==> config.mk <==
export PLATFORM = sky130hd
export DESIGN_NAME = brake_chopper_control
export DESIGN_NICKNAME = d
export VERILOG_FILES = /design/src/rtl/brake_chopper_pkg.sv /design/src/rtl/duty_divider.sv /design/src/rtl/brake_chopper_control.sv
export VERILOG_INCLUDE_DIRS = /design/src /design/src/rtl
export SDC_FILE = /design/constraint.sdc
export NUM_CORES = 1
export LEC_CHECK = 0
export BUFFER_PORTS_ARGS = -buffer_cell sky130_fd_sc_hd__buf_2
export CAP_MARGIN = 20
export CORE_MARGIN = 2
export CORE_UTILIZATION = 35
export CTS_CLUSTER_SIZE = 12
export DETAILED_ROUTE_END_ITERATION = 12
export GPL_ROUTABILITY_DRIVEN = 0
export SLEW_MARGIN = 10
export SYNTH_ARGS = -nofsm -noshare
export SYNTH_HDL_FRONTEND = slang
export SYNTH_SLANG_ARGS = --single-unit
==> constraint.sdc <==
create_clock -name clk_i -period 11.95 [get_ports clk_i]
set_input_delay 2.39 -clock clk_i [delete_from_list [all_inputs] [get_ports clk_i]]
set_output_delay 2.39 -clock clk_i [all_outputs]
set_load 0.01 [all_outputs]
==> src/rtl/brake_chopper_defs.svh <==
// Constants for the braking chopper: widths, field positions and timing counts.
`ifndef BRAKE_CHOPPER_DEFS_SVH
`define BRAKE_CHOPPER_DEFS_SVH

// Bus voltage and threshold width, in volts.
`define VOLT_W            12
// Duty width and the number of modulation steps per period.
`define DUTY_W            7
`define DUTY_STEPS        7'h64
// Width of the proportional numerator (volts times steps plus rounding).
`define NUM_W             19
// Thermal level that counts as fully hot, in percent.
`define THERMAL_FULL_PCT  7'h64
// Width of the trip detection action setting and its resistor model bit.
`define TRIP_ACTION_W     8
`define TRIP_ACTION_RES   2
// Number of priority trip levels that inhibit braking.
`define PRIO_LEVELS       3
// Clock rate and the least on-time, with the derived cycle count.
`define CLK_FREQ_MHZ      200
`define MIN_ON_TIME_US    1000
`define MIN_ON_CYCLES     (`MIN_ON_TIME_US * `CLK_FREQ_MHZ)
// One modulation step lasts as long as the least on-time.
`define STEP_CYCLES       (`MIN_ON_TIME_US * `CLK_FREQ_MHZ)
// Width of the cycle counters.
`define CNT_W             18

`endif

==> src/rtl/brake_chopper_pkg.sv <==
// Types shared by the braking chopper files.
`include "brake_chopper_defs.svh"

package brake_chopper_pkg;

   typedef enum logic [1:0] {
      MODE_OFF,
      MODE_LOW_VOLT,
      MODE_COMPARE,
      MODE_PROPORTIONAL
   } brake_mode_t;

   typedef enum logic [1:0] {
      GATE_OFF,
      GATE_MIN_ON,
      GATE_ON
   } gate_state_t;

   typedef struct packed {
      logic [`VOLT_W-1:0] lower_thr;
      logic [`VOLT_W-1:0] upper_thr;
      logic [`VOLT_W-1:0] low_volt_thr;
      logic               low_volt_select;
      logic [`VOLT_W-1:0] max_dc_voltage_setting;
   } brake_cfg_t;

   typedef struct packed {
      logic brake_overcurrent_trip;
      logic internal_supply_trip;
      logic resistor_thermal_trip;
      logic inverter_overtemp_trip;
   } brake_trips_t;

   typedef struct packed {
      logic                      under_voltage;
      logic [`PRIO_LEVELS-1:0]   priority_trip;
      brake_trips_t              trips;
      logic [`DUTY_W-1:0]        thermal_level_pct;
      logic                      resistor_hot_alarm;
      logic [`TRIP_ACTION_W-1:0] trip_action;
      logic                      resistor_model_hot;
   } brake_protect_t;

endpackage

==> src/rtl/duty_divider.sv <==
// Sequential restoring divider that turns a voltage span into a clamped duty.
`timescale 1ns/1ps
`default_nettype none
`include "brake_chopper_defs.svh"

module duty_divider (
   // Clock and reset
   input  wire logic              clk_i,
   input  wire logic              rst_i,
   // Request
   input  wire logic              start_i,
   input  wire logic [`NUM_W-1:0]  numer_i,
   input  wire logic [`VOLT_W-1:0] denom_i,
   // Result
   output logic                   done_o,
   output logic [`DUTY_W-1:0]      duty_o
);

   logic [`NUM_W-1:0]  quo_ff;
   logic [`VOLT_W:0]   rem_ff;
   logic [`VOLT_W-1:0] den_ff;
   logic [4:0]         cnt_ff;
   logic               busy_ff;
   logic [`VOLT_W:0]   trial;

   assign trial = {rem_ff[`VOLT_W-1:0], quo_ff[`NUM_W-1]};

   always_ff @(posedge clk_i) begin
      if (rst_i) begin
         quo_ff  <= '0;
         rem_ff  <= '0;
         den_ff  <= '0;
         cnt_ff  <= '0;
         busy_ff <= 1'b0;
      end else if (start_i) begin
         quo_ff  <= numer_i;
         rem_ff  <= '0;
         den_ff  <= denom_i;
         cnt_ff  <= 5'(`NUM_W);
         busy_ff <= 1'b1;
      end else if (busy_ff) begin
         if (trial >= {1'b0, den_ff}) begin
            rem_ff <= trial - {1'b0, den_ff};
            quo_ff <= {quo_ff[`NUM_W-2:0], 1'b1};
         end else begin
            rem_ff <= trial;
            quo_ff <= {quo_ff[`NUM_W-2:0], 1'b0};
         end
         cnt_ff <= cnt_ff - 5'h01;
         if (cnt_ff == 5'h01) begin
            busy_ff <= 1'b0;
         end
      end
   end

   // Result is clamped so rounding can never exceed a full period.
   always_ff @(posedge clk_i) begin
      if (rst_i) begin
         done_o <= 1'b0;
         duty_o <= '0;
      end else begin
         done_o <= busy_ff && (cnt_ff == 5'h01);
         if (busy_ff && (cnt_ff == 5'h01)) begin
            if ({quo_ff[`NUM_W-2:0], trial >= {1'b0, den_ff}} > `NUM_W'(`DUTY_STEPS)) begin
               duty_o <= `DUTY_STEPS;
            end else begin
               duty_o <= `DUTY_W'({quo_ff[`NUM_W-2:0], trial >= {1'b0, den_ff}});
            end
         end
      end
   end

endmodule
`default_nettype wire

==> src/rtl/brake_chopper_control.sv <==
// Braking transistor control from the measured DC bus voltage.
// What this block does
// [RULE_01] Lower threshold starts switching, upper means continuous.
// [RULE_02] Every turn-on lasts at least 1 ms unless an inhibit cuts it short.
// [RULE_03] Duty 0 below, proportional between, full above.
// [RULE_04] Just above lower threshold, one step in hundred.
// [RULE_05] Lower not below upper: simple comparator.
// [RULE_06] Zero upper threshold, or zero low-voltage threshold when low-voltage select is set, disables.
// [RULE_07] Under-voltage state keeps the transistor off.
// [RULE_08] Priority one to three trips disable braking.
// [RULE_09] Brake, supply, thermal trips disable, even masked.
// [RULE_10] Thermal level at full disables braking.
// [RULE_11] Resistor overheat alarm or model disables braking.
// [RULE_12] Low-voltage select uses single on/off threshold.
// [RULE_13] Thresholds accepted from zero to maximum setting.
// [RULE_14] Software keeps thresholds above peak rectified supply.
// [RULE_15] Duty over hundred-step period, updated per sample.
`timescale 1ns/1ps
`default_nettype none
`include "brake_chopper_defs.svh"

module brake_chopper_control
   import brake_chopper_pkg::*;
#(
   parameter int MIN_ON_CYCLES = `MIN_ON_CYCLES,
   parameter int STEP_CYCLES   = `STEP_CYCLES
) (
   // Clock and reset
   input  wire logic               clk_i,
   input  wire logic               rst_i,
   // Bus voltage samples
   input  wire logic [`VOLT_W-1:0] bus_volt_i,
   input  wire logic               bus_volt_valid_i,
   // Software settings
   input  wire brake_cfg_t         cfg_i,
   // Protection conditions
   input  wire brake_protect_t     protect_i,
   // Gate drive and status
   output logic                    brake_gate_o,
   output logic                    brake_inhibit_o,
   output logic [`DUTY_W-1:0]      duty_o
);

   // Settings above the maximum DC voltage are held at that maximum.
   function automatic logic [`VOLT_W-1:0] clamp_thr(input logic [`VOLT_W-1:0] thr,
                                                    input logic [`VOLT_W-1:0] lim);
      clamp_thr = (thr > lim) ? lim : thr;
   endfunction

   logic [`VOLT_W-1:0] lower_c;
   logic [`VOLT_W-1:0] upper_c;
   logic [`VOLT_W-1:0] low_volt_c;
   brake_mode_t        mode_c;
   logic               inhibit_c;
   logic               demand_c;

   logic [`VOLT_W-1:0] volt_ff;
   logic               start_ff;
   logic [`NUM_W-1:0]  numer_ff;
   logic [`VOLT_W-1:0] denom_ff;
   logic               below_ff;
   logic               above_ff;
   logic               div_done;
   logic [`DUTY_W-1:0] div_duty;
   logic [`DUTY_W-1:0] duty_ff;
   logic [`CNT_W-1:0]  step_cnt_ff;
   logic [`DUTY_W-1:0] phase_ff;
   logic [`CNT_W-1:0]  on_cnt_ff;
   gate_state_t        state_ff;
   gate_state_t        nxt_state;
   logic               gate_ff;
   logic               inhibit_ff;

   // [RULE_13] Threshold range clamp.
   assign lower_c    = clamp_thr(cfg_i.lower_thr, cfg_i.max_dc_voltage_setting);
   assign upper_c    = clamp_thr(cfg_i.upper_thr, cfg_i.max_dc_voltage_setting);
   assign low_volt_c = clamp_thr(cfg_i.low_volt_thr, cfg_i.max_dc_voltage_setting);

   // [RULE_06] Zero threshold disable.
   always_comb begin
      if (cfg_i.low_volt_select && (low_volt_c == '0)) begin
         mode_c = MODE_OFF;
      end else if (cfg_i.low_volt_select) begin
         // [RULE_12] Low-voltage mode select.
         mode_c = MODE_LOW_VOLT;
      end else if (upper_c == '0) begin
         mode_c = MODE_OFF;
      end else if (lower_c >= upper_c) begin
         // [RULE_05] Comparator mode select.
         mode_c = MODE_COMPARE;
      end else begin
         mode_c = MODE_PROPORTIONAL;
      end
   end

   // Trips are OR-ed rather than prioritised: a trip masked by an earlier
   // one must still hold the transistor off.
   always_comb begin
      inhibit_c = (mode_c == MODE_OFF);
      // [RULE_07] Under-voltage inhibit.
      inhibit_c = inhibit_c || protect_i.under_voltage;
      // [RULE_08] Priority trip inhibit.
      inhibit_c = inhibit_c || (|protect_i.priority_trip);
      // [RULE_09] Named trip inhibit.
      inhibit_c = inhibit_c || (|protect_i.trips);
      // [RULE_10] Full thermal level.
      inhibit_c = inhibit_c || (protect_i.thermal_level_pct >= `THERMAL_FULL_PCT);
      // [RULE_11] Resistor overheat inhibit.
      inhibit_c = inhibit_c || protect_i.resistor_hot_alarm ||
                  (protect_i.trip_action[`TRIP_ACTION_RES] && protect_i.resistor_model_hot);
   end

   always_ff @(posedge clk_i) begin
      if (rst_i) begin
         inhibit_ff <= 1'b1;
      end else begin
         inhibit_ff <= inhibit_c;
      end
   end

   // [RULE_15] Capture each sample.
   always_ff @(posedge clk_i) begin
      if (rst_i) begin
         volt_ff  <= '0;
         start_ff <= 1'b0;
         numer_ff <= '0;
         denom_ff <= '0;
         below_ff <= 1'b1;
         above_ff <= 1'b0;
      end else begin
         start_ff <= bus_volt_valid_i;
         if (bus_volt_valid_i) begin
            volt_ff  <= bus_volt_i;
            // [RULE_03] Saturation at both ends.
            below_ff <= (bus_volt_i < lower_c) || (lower_c >= upper_c);
            above_ff <= (bus_volt_i >= upper_c);
            // [RULE_04] Round up so any excess gives one step.
            // The product is widened before multiplying so a full-scale span
            // cannot wrap inside a narrower intermediate.
            numer_ff <= `NUM_W'(bus_volt_i - lower_c) * `NUM_W'(`DUTY_STEPS) +
                        `NUM_W'(upper_c - lower_c - `VOLT_W'h001);
            denom_ff <= upper_c - lower_c;
         end
      end
   end

   duty_divider u_duty_divider (
      .clk_i   (clk_i),
      .rst_i   (rst_i),
      .start_i (start_ff && !below_ff && !above_ff),
      .numer_i (numer_ff),
      .denom_i (denom_ff),
      .done_o  (div_done),
      .duty_o  (div_duty)
   );

   // [RULE_03] Duty update.
   always_ff @(posedge clk_i) begin
      if (rst_i) begin
         duty_ff <= '0;
      end else if (start_ff && above_ff) begin
         duty_ff <= `DUTY_STEPS;
      end else if (start_ff && below_ff) begin
         duty_ff <= '0;
      end else if (div_done) begin
         duty_ff <= div_duty;
      end
   end

   // One step is as long as the least on-time, so even a single-step
   // pulse meets it; the period is therefore 100 ms long.
   always_ff @(posedge clk_i) begin
      if (rst_i) begin
         step_cnt_ff <= '0;
         phase_ff    <= '0;
      end else if (step_cnt_ff == `CNT_W'(STEP_CYCLES - 1)) begin
         step_cnt_ff <= '0;
         // [RULE_15] Hundred-step period.
         if (phase_ff == `DUTY_STEPS - `DUTY_W'h01) begin
            phase_ff <= '0;
         end else begin
            phase_ff <= phase_ff + `DUTY_W'h01;
         end
      end else begin
         step_cnt_ff <= step_cnt_ff + `CNT_W'h0_0001;
      end
   end

   // [RULE_01] Demand by mode.
   always_comb begin
      case (mode_c)
         MODE_LOW_VOLT:     demand_c = (volt_ff > low_volt_c);
         MODE_COMPARE:      demand_c = (volt_ff >= upper_c);
         MODE_PROPORTIONAL: demand_c = (phase_ff < duty_ff);
         default:           demand_c = 1'b0;
      endcase
   end

   // Inhibits cut the gate at once, even within the least on-time,
   // because protecting the transistor outranks the minimum pulse.
   always_comb begin
      nxt_state = state_ff;
      case (state_ff)
         GATE_OFF: begin
            if (demand_c && !inhibit_ff) begin
               nxt_state = GATE_MIN_ON;
            end
         end
         GATE_MIN_ON: begin
            if (inhibit_ff) begin
               nxt_state = GATE_OFF;
            end else if (on_cnt_ff == `CNT_W'h0_0001) begin
               nxt_state = GATE_ON;
            end
         end
         GATE_ON: begin
            if (inhibit_ff || !demand_c) begin
               nxt_state = GATE_OFF;
            end
         end
         default: nxt_state = GATE_OFF;
      endcase
   end

   // [RULE_02] Least on-time count.
   always_ff @(posedge clk_i) begin
      if (rst_i) begin
         on_cnt_ff <= '0;
      end else if ((state_ff == GATE_OFF) && (nxt_state == GATE_MIN_ON)) begin
         on_cnt_ff <= `CNT_W'(MIN_ON_CYCLES - 1);
      end else if ((state_ff == GATE_MIN_ON) && (on_cnt_ff != '0)) begin
         on_cnt_ff <= on_cnt_ff - `CNT_W'h0_0001;
      end
   end

   always_ff @(posedge clk_i) begin
      if (rst_i) begin
         state_ff <= GATE_OFF;
         gate_ff  <= 1'b0;
      end else begin
         state_ff <= nxt_state;
         gate_ff  <= (nxt_state != GATE_OFF);
      end
   end

   assign brake_gate_o    = gate_ff;
   assign brake_inhibit_o = inhibit_ff;
   assign duty_o          = duty_ff;

endmodule
`default_nettype wire

## Word-level counts from Yosys, hierarchy flattened

Index checks and enable logic that the tools add are counted.

- Flip-flop bits (word level): 157
- Latch bits: 0
- Bits in writable memories: 0
- Bits in read-only memories: 0
- Bits of input ports: 89
- Memories: 0

- Add/sub/neg operators: 10
- Multiply operators: 1
- Divide/modulo/power cells: 0
- Order comparisons: 12
- Eq/ne operators: 10
- Shift-type cells: 0
- Mux-type cells: 29
- Bitwise operators: 0
- Reduce and logical (&&, ||, !) cells: 37

Operators with widths:

| operator | count |
|---|---|
| greater-than comparator 12 bit | 4 |
| 2-to-1 mux 12 bit | 4 |
| 2-to-1 mux 19 bit | 2 |
| greater-or-equal comparator 12 bit | 3 |
| 2-to-1 mux 18 bit | 2 |
| 2-to-1 mux 7 bit | 5 |
| subtractor 12 x 12 -> 13 bit | 2 |
| logical NOT 12 bit | 2 |
| subtractor 12 bit | 2 |
| adder 19 bit | 1 |
| greater-than comparator 19 x 7 -> 1 bit (second input constant) | 1 |
| multiplier 19 x 5 -> 17 bit (second input constant) | 1 |
| adder 18 x 1 -> 18 bit (second input constant) | 1 |
| == test 18 x 1 -> 1 bit (second input constant) | 1 |
| == test 18 bit (second input constant) | 1 |
| nonzero test 18 bit | 1 |
| subtractor 18 x 1 -> 18 bit (second input constant) | 1 |
| 2-to-1 mux 2 bit | 7 |
| subtractor 13 x 2 -> 14 bit (second input constant) | 1 |
| greater-or-equal comparator 13 x 12 -> 1 bit | 1 |
| < comparator 12 bit | 1 |
| logical AND 1 bit | 10 |
| 2-to-1 mux 5 bit | 2 |
| logical OR 1 bit | 8 |
| other kinds (18) | 35 |

## Depth between registers and ports, before layout

- Depth in word-level cells: 16
- Mapped depth: 41
- Depth with buffers taken out: 39

## Cells and area by module

A second synthesis with hierarchy kept.

- Cell total of the unflattened synthesis: 1,523
- Area, all modules: 12,753.5 um^2

Modules (own cells, without submodules):

| module | times used | cells an instance | area each (um^2) | seq. area each (um^2) |
|---|---|---|---|---|
| brake_chopper_control | 1 | 1,153 | 9,608.0 | 2,001.9 |
| duty_divider | 1 | 370 | 3,145.5 | 1,141.1 |

## Worst setup path before layout

No wires, ideal clock.

- Kind: input port to flip-flop
- Start point: input cfg_i[5] (netlist bit)
- End point: register numer_ff[18]
- Setup time: 0.079 ns
- Arrival: 9.945 ns
- Data required time: 11.871 ns
- Path slack: 1.925 ns
- Stages: 39
- Path buffers: 2
- Cell sequence: inv_1 ha_1 a21o_1 a221o_1 a221o_1 o22a_1 buf_6 clkbuf_1 o21ai_0 ha_1 inv_1 fa_1 a21o_1 a21oi_1 inv_1 maj3_1 a21o_1 maj3_1 [3 not listed] inv_1 fa_1 inv_1 ha_1 a21oi_1 o21ai_0 a21oi_1 nor2b_1 o21ai_0 nor2b_1 xnor2_1 ha_1 nand2_1 o21ai_0 xnor2_1 xnor2_1 xnor2_1 a211oi_2

- Word-level cells in the longest chain between the ends: 5
- Elaborated cells on any way between the ends: 9
- Those cells by class: 4 x add/sub; 1 x mul; 2 x order compare; 2 x mux

Ends and longest elaborated chain:

| item | RTL line | RTL |
|---|---|---|
| start: declaration | brake_chopper_control.sv:35 | `input wire brake_cfg_t cfg_i,` |
| greater-than comparator 12 bit | brake_chopper_control.sv:47 | `clamp_thr = (thr > lim) ? lim : thr;` |
| 2-to-1 mux 12 bit | brake_chopper_control.sv:47 |  |
| subtractor 12 x 12 -> 13 bit (on tied branches) | brake_chopper_control.sv:140, brake_chopper_control.sv:141 |  |
| multiplier 19 x 5 -> 17 bit (no line) / subtractor 13 x 2 -> 14 bit (equally long branches) | -- |  |
| adder 19 bit (no line) (*) | -- |  |
| end signal: assignment | brake_chopper_control.sv:140 | `` numer_ff <= `NUM_W'(bus_volt_i - lower_c) * `NUM_W'(`DUTY_STEPS) + `` |
| end: declaration | brake_chopper_control.sv:59 | `` logic [`NUM_W-1:0] numer_ff; `` |

Every way passes the cells marked *; elsewhere a longest branch is shown, timed or not.
A chain may end at the register's enable or synchronous reset.

## Final worst setup path

Same ends and word-level chain as after synthesis.

==> impl_metrics.py <==
metrics = {
    "floorplanning": {
        "dieArea_mm2": 0.0362,
        "die_width_um": 190,
        "io_pins": 98,
        "start_util_pct": 35.3,
        "core_area_mm2": 0.0344,
        "rows": 68,
        "die_h_um": 190,
    },
    "synth": {
        "syn_nets": 1715,
        "syn-cell-area_mm2": 0.0122,
        "synth.top_cell.area_share_pct": 25.9,
        "yosysTopAreaCell": "dfxtp_1",
        "synth.area.top_cells": "dfxtp_1, ha_1, mux2i_1",
        "async_flop_share_pct": 0,
        "synth_warnings": 0,
        "synth_cell_type_count": 77,
        "seq_area_frac_synth_pct": 25.9,
        "synth_cells": 1441,
        "synth_edf_count": 0,
        "ys_seq_elements": 157,
        "ys.flop_type": "dfxtp_1",
        "syn_area_per_cell_um2": 8.43,
    },
    "sta": {
        "finalSetupTns_ns": 0,
        "finalHoldViolCount": 0,
        "setup_viol": 0,
        "period_needed_ns": 10.14,
        "rsz0062_at_grt": "no",
        "worst_pin_slew_ns": 1.02,
        "period_share_pct": 84.9,
        "max_slew_margin_pct": 31.7,
        "fmax_mhz": 98.6,
        "drv_slew": 0,
        "clock_skew_ns": 0.0123,
        "hold_slack_ns": 0.457,
    },
    "global_routing": {
        "grt_max_degree": 87,
        "antenna_found_initial": 1,
        "grt_pass1_vias": 9753,
        "gr-total-overflow": 0,
        "grt_usage_pct": 16.1,
        "grt_pass1_wl_mm": 47.4,
    },
    "placement": {
        "dp_hpwl_mm": 22.4,
        "port_buffers": 88,
    },
    "routing": {
        "ant_nets": 0,
        "route.detailed.drc": 0,
        "vias_per_cell": 5.08,
        "routedWlPerCell_um": 14.3,
        "first_iter_violations": 463,
        "first_pass_iters": 5,
        "vias": 10100,
        "wl_mm": 28.3,
    },
    "finish": {
        "fin_util_pct": 39.8,
        "final-seq-area_mm2": 0.00314,
        "multi_input_area_mm2": 0.00836,
        "fin_nets": 1785,
        "drive_gt1_share_pct": 10.0,
        "fill_cells": 3530,
        "syn_to_final_growth_pct": 12.5,
        "antenna_cells": 0,
    },
    "clock_tree": {
        "tritoncts": "built",
        "cts_resized": 0,
        "cts_buffer_depth": 2,
        "htreeDepth": 4,
        "clk_pin_slew_ns": 0.07,
        "cts_buffers": 17,
        "post-cts-setup-buffers": 0,
        "ctsHoldBuffers": 0,
        "clkLatencyLatePin_ns": 0.44,
        "clock-sinks": 157,
        "root_buffer": "clkbuf_16",
    },
    "setup_path": {
        "crit_slowest_cell": "fa_1",
        "worstPathRequired_ns": 12.23,
        "cp_common_cell": "inv_1",
        "slowest_delay_ns": 0.53,
        "cp_data_arrival_time_ns": 10.43,
        "worstPathMaxFanout": 4,
        "setup.worst_path.end_class": "register",
        "start_kind": "primary input",
        "crit_type": "in -> reg",
    },
    "status": {
        "status": "finished, final reports clean",
    },
    "worst_hold_path": {
        "holdCritPathClass": "reg -> reg",
    },
    "power": {
        "ir_worst_vdd_mv": 0.317,
        "p_leak_nw": 6.04,
        "p_total_mw": 3.67,
        "p_per_area_mw_per_mm2": 269,
    },
    "flow_run": {
        "maxCapViolCount": 0,
    },
}
## layout by cell type, fill, tap and decap left out, types with 19 or more instances in the layout
master    netlist  routed
nand4_1        22      22
a211oi_1       40      40
xnor2_1        68      68
nor4_1         21      21
dfxtp_1       157     156
ha_1          170     170
inv_1         126     126
xor2_1         40      40
buf_2           1      87
a21o_1         42      42
a21oi_1        90      90
nand2b_1       21      21
nand2_1        80      80
nor2_1        183     183
nor3_1         28      28
nor2b_1        19      19
mux2i_1        81      81
o21ai_0        44      44
nand3_1        24      24
## worst max-delay path, delay by kind of cell
| family | cells | cell delay (ns) |
|---|---|---|
| AND/OR/NAND/NOR | 4 | 0.49 |
| AO/OA/AOI/OAI | 15 | 3.38 |
| adder cells (fa/ha/maj) | 8 | 2.91 |
| buffers and inverters | 6 | 0.48 |
| XOR/XNOR | 5 | 0.78 |
## stage by stage
stage	setup WS (ns)	instances	instance area (um^2)
2_1_floorplan	1.93	1441	12200
3_3_place_gp	1.45	1947	13000
3_5_place_dp	1.34	1947	13000
4_1_cts	1.76	1979	13700
5_1_grt	1.15	1979	13700
6_report	1.81	1979	13700
## cell families (layout without fill, tap and decap cells)
kind of cell	after synthesis	after routing	share of synthesized area, %
AOI/OAI and AO/OA	287	287	15.7
xor gates and xnor gates	109	109	8.01
adders and majority gates	190	190	20.4
buffers and inverters	170	253	5.32
DFF	157	157	25.9
muxes	88	88	7.54
and+or+nand+nor	440	440	17.2
## layout make-up
class / count / share of cell area (%)
Clock inverter: 15 / 1.50
Sequential cell: 157 / 23.0
Tap cell: 455 / 4.16
Clock buffer: 17 / 3.11
Inverter: 126 / 3.46
Multi-Input combinational cell: 1114 / 61.1
Timing Repair Buffer: 95 / 3.62
## power by group
part	internal, mW	switching, mW	leakage [nW]
clock	0.308	0.268	0.309
combinational	1.19	1.32	4.45
sequential	0.566	0.0219	1.28
## final timing paths
kind / depth (start not counted) / to / startpoint / slack (ns)
setup reg to reg: 16 / u_duty_divider.rem_ff[9] / u_duty_divider.den_ff[1] / 7.85
hold reg to reg: 1 / step_cnt_ff[0] / step_cnt_ff[0] / 0.46
setup / recovery: 38 / numer_ff[18] / cfg_i[5] / 1.81
hold / removal: 1 / step_cnt_ff[0] / step_cnt_ff[0] / 0.46
## Yosys cell counts (15+ instances only)
library cell / count
nor2_1: 183
ha_1: 170
dfxtp_1: 157
inv_1: 126
a21oi_1: 90
mux2i_1: 81
nand2_1: 80
xnor2_1: 68
o21ai_0: 44
a21o_1: 42
a211oi_1: 40
xor2_1: 40
clkbuf_1: 37
nor3_1: 28
nand3_1: 24
nand4_1: 22
nand2b_1: 21
nor4_1: 21
nor2b_1: 19
fa_1: 15
## routing by layer
metal	global-route usage (%)	wire length (um)	up-vias
met5	0	13	-
met4	4.29	336	2
met2	27.8	13400	148
li1	-	-	5215
met3	2.37	813	21
met1	20.8	13700	4665
## state kept, by name (all words and copies together), names as in the netlist, 12 cells and up
register / flops
u_duty_divider.quo_ff: 19
numer_ff: 19
step_cnt_ff: 18
u_duty_divider.den_ff: 12
volt_ff: 12
denom_ff: 12
u_duty_divider.rem_ff: 12
on_cnt_ff: 18
Note: power is estimated with default switching activity, not from simulation.
